[src/shared/epc_pkg.sv]
// ==========================================================
// phy control register constants
package epc_pkg;
   // ==========================================================
   // register map and fields
   localparam logic [4:0]  EPC_CTRL_ADDR   = 5'h00;
   localparam logic [15:0] EPC_CTRL_RESET  = 16'h3100;
   localparam int          EPC_B_RESET     = 15;
   localparam int          EPC_B_LOOPBACK  = 14;
   localparam int          EPC_B_SPEED     = 13;
   localparam int          EPC_B_ANEG_EN   = 12;
   localparam int          EPC_B_LOWPWR    = 11;
   localparam int          EPC_B_ISOLATE   = 10;
   localparam int          EPC_B_ANEG_RST  = 9;
   localparam int          EPC_B_DUPLEX    = 8;
   localparam int          EPC_B_COLTEST   = 7;
   localparam logic [15:0] EPC_READ_NONE   = 16'h0000;

   // ==========================================================
   // timing
   localparam int          EPC_CLK_NS      = 5;
   localparam int          EPC_RST_HOLD_NS = 100;
   localparam int          EPC_ANEG_RST_NS = 100;
   localparam int          EPC_RST_CYC     = (EPC_RST_HOLD_NS + EPC_CLK_NS - 1) / EPC_CLK_NS;
   localparam int          EPC_ANEG_CYC    = (EPC_ANEG_RST_NS + EPC_CLK_NS - 1) / EPC_CLK_NS;
   // management clock divider setting the far end starts from
   localparam logic [7:0]  EPC_MDC_DIV_RST = 8'h80;

   // ==========================================================
   // management frame layout
   localparam logic [1:0]  EPC_OP_WRITE    = 2'b01;
   localparam logic [1:0]  EPC_OP_READ     = 2'b10;
   localparam logic [4:0]  EPC_HDR_BITS    = 5'd12;
   localparam logic [4:0]  EPC_TA_BITS     = 5'd2;
   localparam logic [4:0]  EPC_DATA_BITS   = 5'd16;
   localparam logic [4:0]  EPC_SKIP_BITS   = 5'd18;

   typedef enum logic [2:0] {
      EPC_F_IDLE,
      EPC_F_START,
      EPC_F_HDR,
      EPC_F_TA,
      EPC_F_DATA,
      EPC_F_SKIP
   } epc_frm_t;
endpackage

[src/shared/epc_mgmt_if.sv]
`timescale 1ns/10ps
`default_nettype none
// ==========================================================
// link between register bank and management frame engine
interface epc_mgmt_if;
   logic        mdc_rise;   // synchronised management clock edge
   logic        mdio_bit;   // synchronised data level
   logic [15:0] rd_data;    // value returned on a read
   logic        wr_stb;     // one-cycle write strobe
   logic [4:0]  reg_addr;   // register address of frame
   logic [15:0] wr_data;    // data of a write frame
   logic        mdio_out;   // data to drive
   logic        mdio_oe;    // drive enable

   modport ctrl (output mdc_rise, mdio_bit, rd_data,
                 input  wr_stb, reg_addr, wr_data, mdio_out, mdio_oe);
   modport eng  (input  mdc_rise, mdio_bit, rd_data,
                 output wr_stb, reg_addr, wr_data, mdio_out, mdio_oe);
endinterface
`default_nettype wire

[src/rtl/epc_mdio_frame.sv]
`timescale 1ns/10ps
`default_nettype none
// ==========================================================
// management frame engine: decodes write and read frames
module epc_mdio_frame #(
   parameter logic [4:0] PHY_ADDR = 5'h00   // address this phy answers to
) (
   input  wire logic mclk,   // system clock
   input  wire logic srst,   // synchronous reset
   epc_mgmt_if.eng   m       // register bank side
);
   import epc_pkg::*;

   epc_frm_t    st_q;
   logic [4:0]  cnt_q;
   logic [11:0] hdr_q;
   logic [15:0] sh_q;
   logic        rd_q;

   wire  [11:0] hdr_nx = {hdr_q[10:0], m.mdio_bit};

   assign m.reg_addr = hdr_q[4:0];
   assign m.wr_data  = sh_q;

   // ==========================================================
   // frame sequencer, advanced on each rising management clock edge
   always_ff @(posedge mclk) begin
      m.wr_stb <= 1'b0;
      if (srst) begin
         st_q       <= EPC_F_IDLE;
         cnt_q      <= 5'd0;
         hdr_q      <= 12'h000;
         sh_q       <= 16'h0000;
         rd_q       <= 1'b0;
         m.mdio_out <= 1'b0;
         m.mdio_oe  <= 1'b0;
      end else if (m.mdc_rise) begin
         cnt_q <= cnt_q + 5'd1;
         case (st_q)
            // idle line floats high; first zero opens a frame
            EPC_F_IDLE: begin
               if (!m.mdio_bit) begin
                  st_q <= EPC_F_START;
               end
            end
            EPC_F_START: begin
               st_q  <= m.mdio_bit ? EPC_F_HDR : EPC_F_IDLE;
               cnt_q <= 5'd0;
            end
            EPC_F_HDR: begin
               hdr_q <= hdr_nx;
               if (cnt_q == EPC_HDR_BITS - 5'd1) begin
                  cnt_q <= 5'd0;
                  rd_q  <= (hdr_nx[11:10] == EPC_OP_READ);
                  // frames for others are skipped whole so data is not a start
                  if (hdr_nx[9:5] == PHY_ADDR &&
                      (hdr_nx[11:10] == EPC_OP_READ || hdr_nx[11:10] == EPC_OP_WRITE)) begin
                     st_q <= EPC_F_TA;
                  end else begin
                     st_q <= EPC_F_SKIP;
                  end
               end
            end
            EPC_F_TA: begin
               if (cnt_q == 5'd0) begin
                  m.mdio_oe  <= rd_q;
                  m.mdio_out <= 1'b0;
               end else begin
                  cnt_q <= 5'd0;
                  st_q  <= EPC_F_DATA;
                  if (rd_q) begin
                     m.mdio_out <= m.rd_data[15];
                     sh_q       <= {m.rd_data[14:0], 1'b0};
                  end
               end
            end
            EPC_F_DATA: begin
               if (rd_q) begin
                  m.mdio_out <= sh_q[15];
                  sh_q       <= {sh_q[14:0], 1'b0};
               end else begin
                  sh_q <= {sh_q[14:0], m.mdio_bit};
               end
               if (cnt_q == EPC_DATA_BITS - 5'd1) begin
                  m.wr_stb  <= !rd_q;   // RL6
                  m.mdio_oe <= 1'b0;
                  st_q      <= EPC_F_IDLE;
               end
            end
            EPC_F_SKIP: begin
               if (cnt_q == EPC_SKIP_BITS - 5'd1) begin
                  st_q <= EPC_F_IDLE;
               end
            end
            default: st_q <= EPC_F_IDLE;
         endcase
      end
   end
endmodule
`default_nettype wire

[src/rtl/epc_phy_ctrl.sv]
// ==========================================================
// Contract
// RL1: defaults alone give a working link
// RL2: register at address 0, resets 0x3100
// RL3: bit 7 selects collision test mode
// RL4: test collision follows transmit start and stop
// RL5: software writes reserved low bits as zero
// RL6: write frame carries the sixteen data bits
// RL7: read frame returns the sixteen register bits
// RL8: management clock from 8-bit divider, default 0x80
// RL9: reset and restart bits self clear
`timescale 1ns/10ps
`default_nettype none
module epc_phy_ctrl #(
   parameter logic [4:0] PHY_ADDR = 5'h00   // management address of this phy
) (
   input  wire logic mclk,                  // system clock, 200 MHz
   input  wire logic srst,                  // synchronous reset, high
   input  wire logic mdc,                   // management clock pin
   input  wire logic mdio_in,               // management data pin level
   output logic      mdio_out,              // management data driven
   output logic      mdio_oe,               // high while driving data
   input  wire logic tx_en,                 // transmit in progress, same clock
   output logic      col,                   // collision indication
   output logic      regs_resetting,        // reset operation in progress
   output logic      loopback_select,       // loop transmit to receive
   output logic      speed_select,          // 1: 100 Mb/s, 0: 10 Mb/s
   output logic      autoneg_enable,        // auto-negotiation on
   output logic      low_power_select,      // low power state
   output logic      isolate,               // data paths isolated
   output logic      autoneg_restart,       // restart in progress
   output logic      duplex_mode,           // 1: full duplex
   output logic      collision_test_enable  // collision test mode
);
   import epc_pkg::*;

   localparam int RST_WAIT  = EPC_RST_CYC + 1;
   localparam int ANEG_WAIT = EPC_ANEG_CYC + 1;

   epc_mgmt_if m ();

   logic [15:0] phy_control_reg_q;
   logic [7:0]  rst_cnt_q;
   logic [7:0]  an_cnt_q;
   logic        mdc_s1_q, mdc_s2_q, mdc_s3_q;
   logic        dio_s1_q, dio_s2_q;
   logic        col_q;

   wire ctrl_wr = m.wr_stb && (m.reg_addr == EPC_CTRL_ADDR);

   // counters are eight bits, so longer or zero self-clear times are refused
   if (EPC_RST_CYC < 1 || EPC_RST_CYC > 255 ||
       EPC_ANEG_CYC < 1 || EPC_ANEG_CYC > 255) begin : g_cnt_chk
      $error("self-clear counts do not fit the counters");
   end

   // ==========================================================
   // pin synchronisers; mdc is slow enough to edge detect here
   always_ff @(posedge mclk) begin
      if (srst) begin
         mdc_s1_q <= 1'b0;
         mdc_s2_q <= 1'b0;
         mdc_s3_q <= 1'b0;
         dio_s1_q <= 1'b1;
         dio_s2_q <= 1'b1;
      end else begin
         mdc_s1_q <= mdc;
         mdc_s2_q <= mdc_s1_q;
         mdc_s3_q <= mdc_s2_q;
         dio_s1_q <= mdio_in;
         dio_s2_q <= dio_s1_q;
      end
   end

   // divided clock is many mclk periods long, so one edge per pulse
   assign m.mdc_rise = mdc_s2_q && !mdc_s3_q;   // RL8
   assign m.mdio_bit = dio_s2_q;

   // reads of other addresses return zeros
   assign m.rd_data = (m.reg_addr == EPC_CTRL_ADDR) ? phy_control_reg_q : EPC_READ_NONE;   // RL7

   epc_mdio_frame #(
      .PHY_ADDR (PHY_ADDR)
   ) u_frame (
      .mclk (mclk),
      .srst (srst),
      .m    (m.eng)
   );

   assign mdio_out = m.mdio_out;
   assign mdio_oe  = m.mdio_oe;

   // ==========================================================
   // control register; a fresh write beats a pending self clear
   always_ff @(posedge mclk) begin
      if (srst) begin
         phy_control_reg_q <= EPC_CTRL_RESET;   // RL1
      end else if (ctrl_wr) begin
         phy_control_reg_q <= m.wr_data;   // RL2
      end else if (phy_control_reg_q[EPC_B_RESET] && rst_cnt_q == 8'd1) begin
         phy_control_reg_q <= EPC_CTRL_RESET;   // RL9
      end else if (phy_control_reg_q[EPC_B_ANEG_RST] && an_cnt_q == 8'd1) begin
         phy_control_reg_q[EPC_B_ANEG_RST] <= 1'b0;   // RL9
      end
   end

   // reset operation timer
   always_ff @(posedge mclk) begin
      if (srst) begin
         rst_cnt_q <= 8'd0;
      end else if (ctrl_wr) begin
         rst_cnt_q <= m.wr_data[EPC_B_RESET] ? 8'(EPC_RST_CYC) : 8'd0;
      end else if (rst_cnt_q != 8'd0) begin
         rst_cnt_q <= rst_cnt_q - 8'd1;
      end
   end

   // auto-negotiation restart timer
   always_ff @(posedge mclk) begin
      if (srst) begin
         an_cnt_q <= 8'd0;
      end else if (ctrl_wr) begin
         an_cnt_q <= m.wr_data[EPC_B_ANEG_RST] ? 8'(EPC_ANEG_CYC) : 8'd0;
      end else if (an_cnt_q != 8'd0) begin
         an_cnt_q <= an_cnt_q - 8'd1;
      end
   end

   // ==========================================================
   // collision test: col tracks transmit only while enabled
   always_ff @(posedge mclk) begin
      if (srst) begin
         col_q <= 1'b0;
      end else begin
         col_q <= phy_control_reg_q[EPC_B_COLTEST] && tx_en;   // RL4
      end
   end

   assign col = col_q;

   // field outputs straight from the register flops
   assign regs_resetting        = phy_control_reg_q[EPC_B_RESET];
   assign loopback_select       = phy_control_reg_q[EPC_B_LOOPBACK];
   assign speed_select          = phy_control_reg_q[EPC_B_SPEED];
   assign autoneg_enable        = phy_control_reg_q[EPC_B_ANEG_EN];
   assign low_power_select      = phy_control_reg_q[EPC_B_LOWPWR];
   assign isolate               = phy_control_reg_q[EPC_B_ISOLATE];
   assign autoneg_restart       = phy_control_reg_q[EPC_B_ANEG_RST];
   assign duplex_mode           = phy_control_reg_q[EPC_B_DUPLEX];
   assign collision_test_enable = phy_control_reg_q[EPC_B_COLTEST];   // RL3

   // ==========================================================
   // checks
   reset_default_a: assert property ( // RL1
      @(posedge mclk) disable iff (srst)
      $fell(srst) |-> phy_control_reg_q == EPC_CTRL_RESET && speed_select && autoneg_enable)
      else $error("control register not at default after reset");

   write_store_a: assert property ( // RL2
      @(posedge mclk) disable iff (srst)
      ctrl_wr && !m.wr_data[EPC_B_RESET] |=> phy_control_reg_q == $past(m.wr_data))
      else $error("write to control register not stored");

   coltest_set_a: assert property ( // RL3
      @(posedge mclk) disable iff (srst)
      ctrl_wr |=> collision_test_enable == $past(m.wr_data[EPC_B_COLTEST]))
      else $error("collision test bit does not follow write");

   col_follow_a: assert property ( // RL4
      @(posedge mclk) disable iff (srst)
      1'b1 |=> col == ($past(tx_en) && $past(collision_test_enable)))
      else $error("collision output does not track transmit");

   write_frame_a: assert property ( // RL6
      @(posedge mclk) disable iff (srst)
      m.wr_stb |-> !m.mdio_oe ##1 !m.wr_stb)
      else $error("write strobe longer than one cycle or during drive");

   read_turn_a: assert property ( // RL7
      @(posedge mclk) disable iff (srst)
      $rose(mdio_oe) |-> !mdio_out)
      else $error("read turnaround bit not driven low");

   reset_clear_a: assert property ( // RL9
      @(posedge mclk) disable iff (srst)
      $rose(regs_resetting) |-> ##[1:RST_WAIT] !regs_resetting)
      else $error("reset bit did not self clear");

   restart_clear_a: assert property ( // RL9
      @(posedge mclk) disable iff (srst)
      $rose(autoneg_restart) |-> ##[1:ANEG_WAIT] !autoneg_restart)
      else $error("restart bit did not self clear");

   mdc_edge_a: assert property ( // RL8
      @(posedge mclk) disable iff (srst)
      m.mdc_rise |=> !m.mdc_rise)
      else $error("management clock edge longer than one cycle");

   rst_write_a: assert property ( // RL9
      @(posedge mclk) disable iff (srst)
      ctrl_wr && m.wr_data[EPC_B_RESET] |=> regs_resetting)
      else $error("reset bit write not stored");

   restart_write_a: assert property ( // RL9
      @(posedge mclk) disable iff (srst)
      ctrl_wr && m.wr_data[EPC_B_ANEG_RST] |=> autoneg_restart)
      else $error("restart bit write not stored");

   reset_restore_a: assert property ( // RL9
      @(posedge mclk) disable iff (srst)
      $fell(regs_resetting) && !$past(ctrl_wr) |-> phy_control_reg_q == EPC_CTRL_RESET)
      else $error("register not at default after reset operation");

   col_idle_a: assert property ( // RL3
      @(posedge mclk) disable iff (srst)
      !collision_test_enable |=> !col)
      else $error("collision raised outside test mode");

   other_addr_a: assert property ( // RL2
      @(posedge mclk) disable iff (srst)
      m.wr_stb && m.reg_addr != EPC_CTRL_ADDR && !regs_resetting
      |=> $stable(phy_control_reg_q[EPC_B_DUPLEX:0]))
      else $error("write to another address changed the register");

   oe_release_a: assert property ( // RL7
      @(posedge mclk) disable iff (srst)
      $fell(mdio_oe) |-> $past(m.mdc_rise) || $past(srst))
      else $error("data drive released outside a clock edge");

   out_stand_a: assert property ( // RL7
      @(posedge mclk) disable iff (srst)
      mdio_oe && !$past(m.mdc_rise) |-> $stable(mdio_out))
      else $error("driven read bit changed between clock edges");
endmodule
`default_nettype wire

[config.mk]
export PLATFORM = sky130hd
export DESIGN_NAME = epc_phy_ctrl
export DESIGN_NICKNAME = d
export VERILOG_FILES = /design/src/shared/epc_pkg.sv /design/src/shared/epc_mgmt_if.sv /design/src/rtl/epc_mdio_frame.sv /design/src/rtl/epc_phy_ctrl.sv
export SDC_FILE = /design/constraint.sdc
export NUM_CORES = 1
export LEC_CHECK = 0
export BUFFER_PORTS_ARGS = -buffer_cell sky130_fd_sc_hd__buf_2
export CORE_MARGIN = 5
export CORE_UTILIZATION = 55
export CTS_BUF_LIST = sky130_fd_sc_hd__clkbuf_2 sky130_fd_sc_hd__clkbuf_4 sky130_fd_sc_hd__clkbuf_8
export DETAILED_ROUTE_END_ITERATION = 10
export GPL_ROUTABILITY_DRIVEN = 0
export PLACE_DENSITY_LB_ADDON = 0.2
export SLEW_MARGIN = 15
export SYNTH_ARGS = -nofsm -noshare
export SYNTH_HDL_FRONTEND = slang
export SYNTH_SLANG_ARGS = --single-unit
[constraint.sdc]
create_clock -name mclk -period 2.12 [get_ports mclk]
set_input_delay 0.424 -clock mclk [delete_from_list [all_inputs] [get_ports mclk]]
set_output_delay 0.424 -clock mclk [all_outputs]
set_load 0.05 [all_outputs]
==> results.toml, run 1 <==
[floorplan]
die_w_um = 90.0
dieArea_mm2 = 0.00809
fp.dieH_um = 90.0
io_pins = 17
rows = 29
start_util_pct = 56.0
core_area_mm2 = 0.00628

[sta]
setup_viol = 0
hold_viol = 0
max_freq_mhz = 500
holdWs_ps = 255
setup_tns_ps = 0
max_slew_margin_pct = 63.6
rsz0062_at_grt = "no"
tightest_slew_ps = 547
fin_worst_skew_ps = 8.40
fin_crit_ps = 2000
period_share_pct = 94.3
slew_viol_final = 0

[global_routing]
grt_max_degree = 35
overflow = 0
grt_pass1_vias = 2665
grt.total_usage_pct = 18.8
grt_first_pass_wirelength_um = 12700
antenna_found_initial = 0

[clocking]
insertion_delay_ps = 350
cts_tree = "built"
cts.sinks = 77
clock_path_buffers = 2
numCtsBuffers = 9
clk_pin_slew_worst_paths_ps = 70
htree_num_levels = 3
clock-root-buffer = "clkbuf_8"
cts_setup_buffers = 0
cts_hold_buf = 0
cts-resized-gates = 0

[setup_path]
crit_path_max_incr_delay_ps = 500
endpoint_kind = "flop"
critPathRequiredTime_ps = 2380
reg2reg_from = "u_frame.cnt_q[0]"
critical_path_arrival_ps = 2260
crit_type = "flop to flop"
crit_chain = "inv_1 -> ha_1 -> or4b_4 -> a31o_4 -> and2_4 -> a211oi_1"
cp_top_family = "simple AND/OR/NAND/NOR gates"
worst-path-max-fanout = 17
crit_slowest_cell = "or4b_4"
worst-path-buf-inv = 1
critPathLaunch = "u_frame.cnt_q[0]"
start_kind = "flop"

[layout]
drive_gt1_share_pct = 17.7
fin_util_pct = 61.8
syn_to_final_growth_pct = 10.2
register_area_mm2 = 0.00154
fin_area_mm2 = 0.00388
diodes = 0
fillCellCount = 545
multi_input_area_mm2 = 0.00180
fin_nets = 407

[synthesis]
yosysSeqAreaShare_pct = 43.8
syn_area_mm2 = 0.00352
synth_edf_count = 0
async_flop_share_pct = 0
synth_warnings = 0
synth.avg_cell_area_um2 = 9.38
synth.net_count = 391
netlist_instances = 375
ys_ff_latch = 77
yosysUniqueCellTypes = 56
ys.flop_type = "dfxtp_1"

[drt]
wl_per_cell_um = 15.4
via_per_inst = 5.95
finalWirelength_um = 7300
num_vias = 2815
antenna_left = 0
drc_errors = 0
drtPass1Iterations = 5
drt_iter0_drc = 140

[power_and_ir_drop]
p_per_area_mw_per_mm2 = 911
leakage_nw = 1.55
ir_worst_vdd_mv = 0.587
fin_total_pwr_mw = 3.53

[hold_path]
min_from = "mdio_in"
hold_class = "input port to flop"

[place]
dp_hpwl_um = 4930
portBuffers = 16
placed_area_mm2 = 0.00368

[outcome]
status = "finished, final reports clean"

[job]
drv_cap = 0
-- synthesized netlist by cell type (8+ instances only) --
master,n,area [um^2]
a211oi_1,8,60.1
a211oi_2,10,125
a21oi_1,34,170
a22o_1,10,87.6
a22oi_1,15,113
clkbuf_1,18,67.6
dfxtp_1,77,1540
ha_1,11,138
inv_1,16,60.1
mux2i_1,13,130
nand2_1,13,48.8
nand3_1,12,60.1
nor2_1,31,116
o31ai_1,8,60.1
or4_1,10,75.1
-- worst register-to-register path: stages (launching register included) --
cell and delay (ps):
dfxtp_1 350, inv_1 80, ha_1 180, or4b_4 500, a31o_4 320, and2_4 260
a211oi_1 220
-- stage by stage --
| step | instances | worst slack [ps] |
|---|---|---|
| 6_report | 473 | 121 |
| 2_1_floorplan | 375 | 208 |
| 3_3_place_gp | 457 | 215 |
| 4_1_cts | 473 | 137 |
| 5_1_grt | 473 | 28.1 |
| 3_5_place_dp | 457 | 158 |
-- sequential cells by signal, indices dropped and copies added (netlist names) --
signal / cells
u_frame.st_q: 3
mdc_s1_q: 1
u_frame.cnt_q: 5
u_frame.m.mdio_out: 1
u_frame.m.wr_data: 16
u_frame.m.mdio_oe: 1
an_cnt_q: 8
mdc_s2_q: 1
rst_cnt_q: 8
dio_s2_q: 1
phy_control_reg_q: 16
u_frame.hdr_q: 11
col: 1
u_frame.rd_q: 1
dio_s1_q: 1
mdc_s3_q: 1
u_frame.m.wr_stb: 1
-- layout by cell type, fill, tap and decap left out, drive strengths merged, types with 11 or more instances in the layout --
cell	instances
nand2	13
dfxtp	77
buf	29
nand3	12
ha	11
a21oi	34
a211oi	18
inv	16
a22oi	15
nor2	31
mux2i	13
clkbuf	12
-- where the power goes --
group / switching [mW] / internal [mW] / total, mW
clock network: 0.516 / 0.599 / 1.11
logic: 0.413 / 0.333 / 0.746
registers: 0.109 / 1.56 / 1.67
total: 1.04 / 2.49 / 3.53
-- logic make-up (layout without fill, tap and decap cells) --
kind of cell	Yosys count	count (layout)	share of synthesized area (%)
and+or+nand+nor	120	120	19.4
AOI/OAI and AO/OA	108	108	22.6
DFF	77	77	43.8
buffers and inverters	40	61	5.09
muxes	14	14	4.02
adders and majority gates	11	11	3.91
xor gates and xnor gates	5	5	1.25
-- metal layers --
layer / vias to the layer above / wire length [um] / GRT usage (%)
li1: 1422 / - / -
met1: 1327 / 3440 / 24.8
met2: 59 / 3470 / 28.9
met3: 7 / 317 / 6.26
met4: 0 / 67 / 6.08
met5: - / 0 / 0
-- worst paths after layout --
| check | endpoint | cells after the start | slack [ps] |
|---|---|---|---|
| worst min register to register | dio_s2_q | 1 | 410 |
| worst max register to register | u_frame.m.wr_data[10] | 6 | 120 |
| worst min-delay path | dio_s1_q | 2 | 260 |
| worst max-delay path | u_frame.m.wr_data[10] | 6 | 120 |
-- layout make-up --
cell class / instances / area share, %
Tap cell: 77 / 2.48
Multi-Input combinational cell: 258 / 46.5
Sequential cell: 77 / 39.8
Timing Repair Buffer: 29 / 4.58
Inverter: 16 / 1.55
Clock inverter: 4 / 1.23
Clock buffer: 12 / 3.94
No activity file was read; power rests on OpenSTA's default activity.
==> run 2, diff against run 1 <==
Settings changed: BUFFER_PORTS_ARGS -buffer_cell sky130_fd_sc_hd__buf_2 to unset, DONT_BUFFER_PORTS set to 1, PLACE_DENSITY set to 0.7, PLACE_DENSITY_LB_ADDON 0.2 to unset.
==> results.toml, run 2 (same netlist as run 1, synthesis figures left out) <==
[outcome]
status = "finished, final reports clean"

[setup_path]
reg2reg_from = "u_frame.cnt_q[0]"
crit_type = "flop to flop"
worst-path-max-fanout = 5
reg2reg_to = "u_frame.st_q[0]"
reg2reg_depth = 7
critical_path_arrival_ps = 2220
endpoint_kind = "flop"
start_kind = "flop"
critPathRequiredTime_ps = 2350
r2r_slack_ps = 130

[layout]
drive_gt1_share_pct = 14.6
diodes = 0
fillCellCount = 534
final_common_cell = "dfxtp_1"
register_area_mm2 = 0.00154
multi_input_area_mm2 = 0.00182
fin_nets = 389
syn_to_final_growth_pct = 9.96
final_cells = 455
final_cell_mix = "dfxtp_1, a21oi_1, nor2_1, inv_1, a22oi_1"

[sta]
hold_viol = 0
tightest_slew_ps = 584
fin_crit_ps = 1990
period_share_pct = 93.8
holdWs_ps = 147
setup_viol = 0
max_slew_margin_pct = 61.0
max_freq_mhz = 503
fin_worst_skew_ps = 10.9
setup_tns_ps = 0
slew_viol_final = 0
rsz0062_at_grt = "no"

[drt]
drt_iter0_drc = 137
via_per_inst = 6.12
num_vias = 2785
wl_per_cell_um = 16.3
antenna_left = 0
drc_errors = 0
drtPass1Iterations = 4
finalWirelength_um = 7420

[global_routing]
antenna_found_initial = 0
grt_pass1_vias = 2647
grt_first_pass_wirelength_um = 12600
grt_max_degree = 55
grt.total_usage_pct = 18.4
overflow = 0

[clocking]
clock-root-buffer = "clkbuf_8"
insertion_delay_ps = 340
cts_tree = "built"
clock_path_buffers = 2
numCtsBuffers = 9
cts.sinks = 77
clk_pin_slew_worst_paths_ps = 80
htree_num_levels = 3

[floorplan]
start_util_pct = 56.0
dieArea_mm2 = 0.00809
rows = 29
die_w_um = 90.0
io_pins = 17
fp.dieH_um = 90.0
core_area_mm2 = 0.00628

[hold_path]
min_from = "srst"
min_to = "u_frame.hdr_q[6]"
hold_depth = 1
hold_class = "input port to flop"

[place]
portBuffers = 0
dp_hpwl_um = 4800
dp_cells = 439

[power_and_ir_drop]
fin_total_pwr_mw = 3.85
leakage_nw = 1.50
ir_worst_vdd_mv = 0.685
p_per_area_mw_per_mm2 = 995

[job]
drv_cap = 0
run 2: cell count changes in the layout (fill, tap and decap cells not counted), sizes merged:
cell	delta
inv	+1
bufinv	+3
clkbuf	-2
clkinvlp	-1
buf	-18
clkinv	-1
run 2: layout make-up:
| cell class | count | area share, % |
|---|---|---|
| Multi-Input combinational cell | 258 | 47.1 |
| Sequential cell | 77 | 39.9 |
| Clock inverter | 6 | 3.46 |
| Clock buffer | 10 | 3.40 |
| Tap cell | 77 | 2.49 |
| Timing Repair Buffer | 11 | 2.14 |
| Inverter | 16 | 1.55 |
run 2: how the worst max path moves through the flow:
stage	startpoint	end	slack [ps]	depth (start not counted)
2_1_floorplan	u_frame.cnt_q[0]	u_frame.m.wr_data[14]	210	8
3_3_place_gp	u_frame.hdr_q[9]	u_frame.st_q[1]	230	6
3_5_place_dp	u_frame.cnt_q[0]	u_frame.m.wr_data[15]	170	6
4_1_cts	u_frame.hdr_q[9]	u_frame.st_q[1]	90	6
5_1_grt	u_frame.cnt_q[0]	u_frame.st_q[1]	20	7
6_report	u_frame.cnt_q[0]	u_frame.st_q[0]	130	7
run 2: worst max-delay path: stages, from the launching register on:
cell,delay (ps)
dfxtp_1,360
ha_1,260
and3_1,190
ha_1,200
and2_1,170
o32ai_2,240
o22ai_2,160
mux2_2,290
run 2: report_power, final:
| part | switching [mW] | total (mW) | internal, mW |
|---|---|---|---|
| combinational | 0.400 | 0.728 | 0.328 |
| clock | 0.529 | 1.45 | 0.917 |
| sequential | 0.114 | 1.68 | 1.56 |
run 2: per-layer routing:
| layer | up-vias | GRT usage, % | wire length, um |
|---|---|---|---|
| li1 | 1384 | - | - |
| met1 | 1329 | 24.0 | 3380 |
| met2 | 60 | 29.5 | 3590 |
| met3 | 12 | 4.26 | 327 |
| met4 | 0 | 7.44 | 119 |
| met5 | - | 0 | 0 |
run 2: stage by stage:
| step | util [%] | worst slack (ps) | cell area (um^2) |
|---|---|---|---|
| final | 61.6 | 132 | 3870 |
| after global routing | 61.6 | 23.3 | 3870 |
| after CTS | 61.3 | 94.8 | 3850 |
| after detailed placement | 57.1 | 169 | 3580 |
| after global placement | 57.1 | 229 | 3580 |
| after floorplan | - | 208 | 3520 |
run 2: timing repair:
action | in CTS | in global routing
buffers inserted | 0 | 0
hold buffers | 0 | 0
endpoints found under the setup margin | 0 | 2
resized for setup | 0 | 3
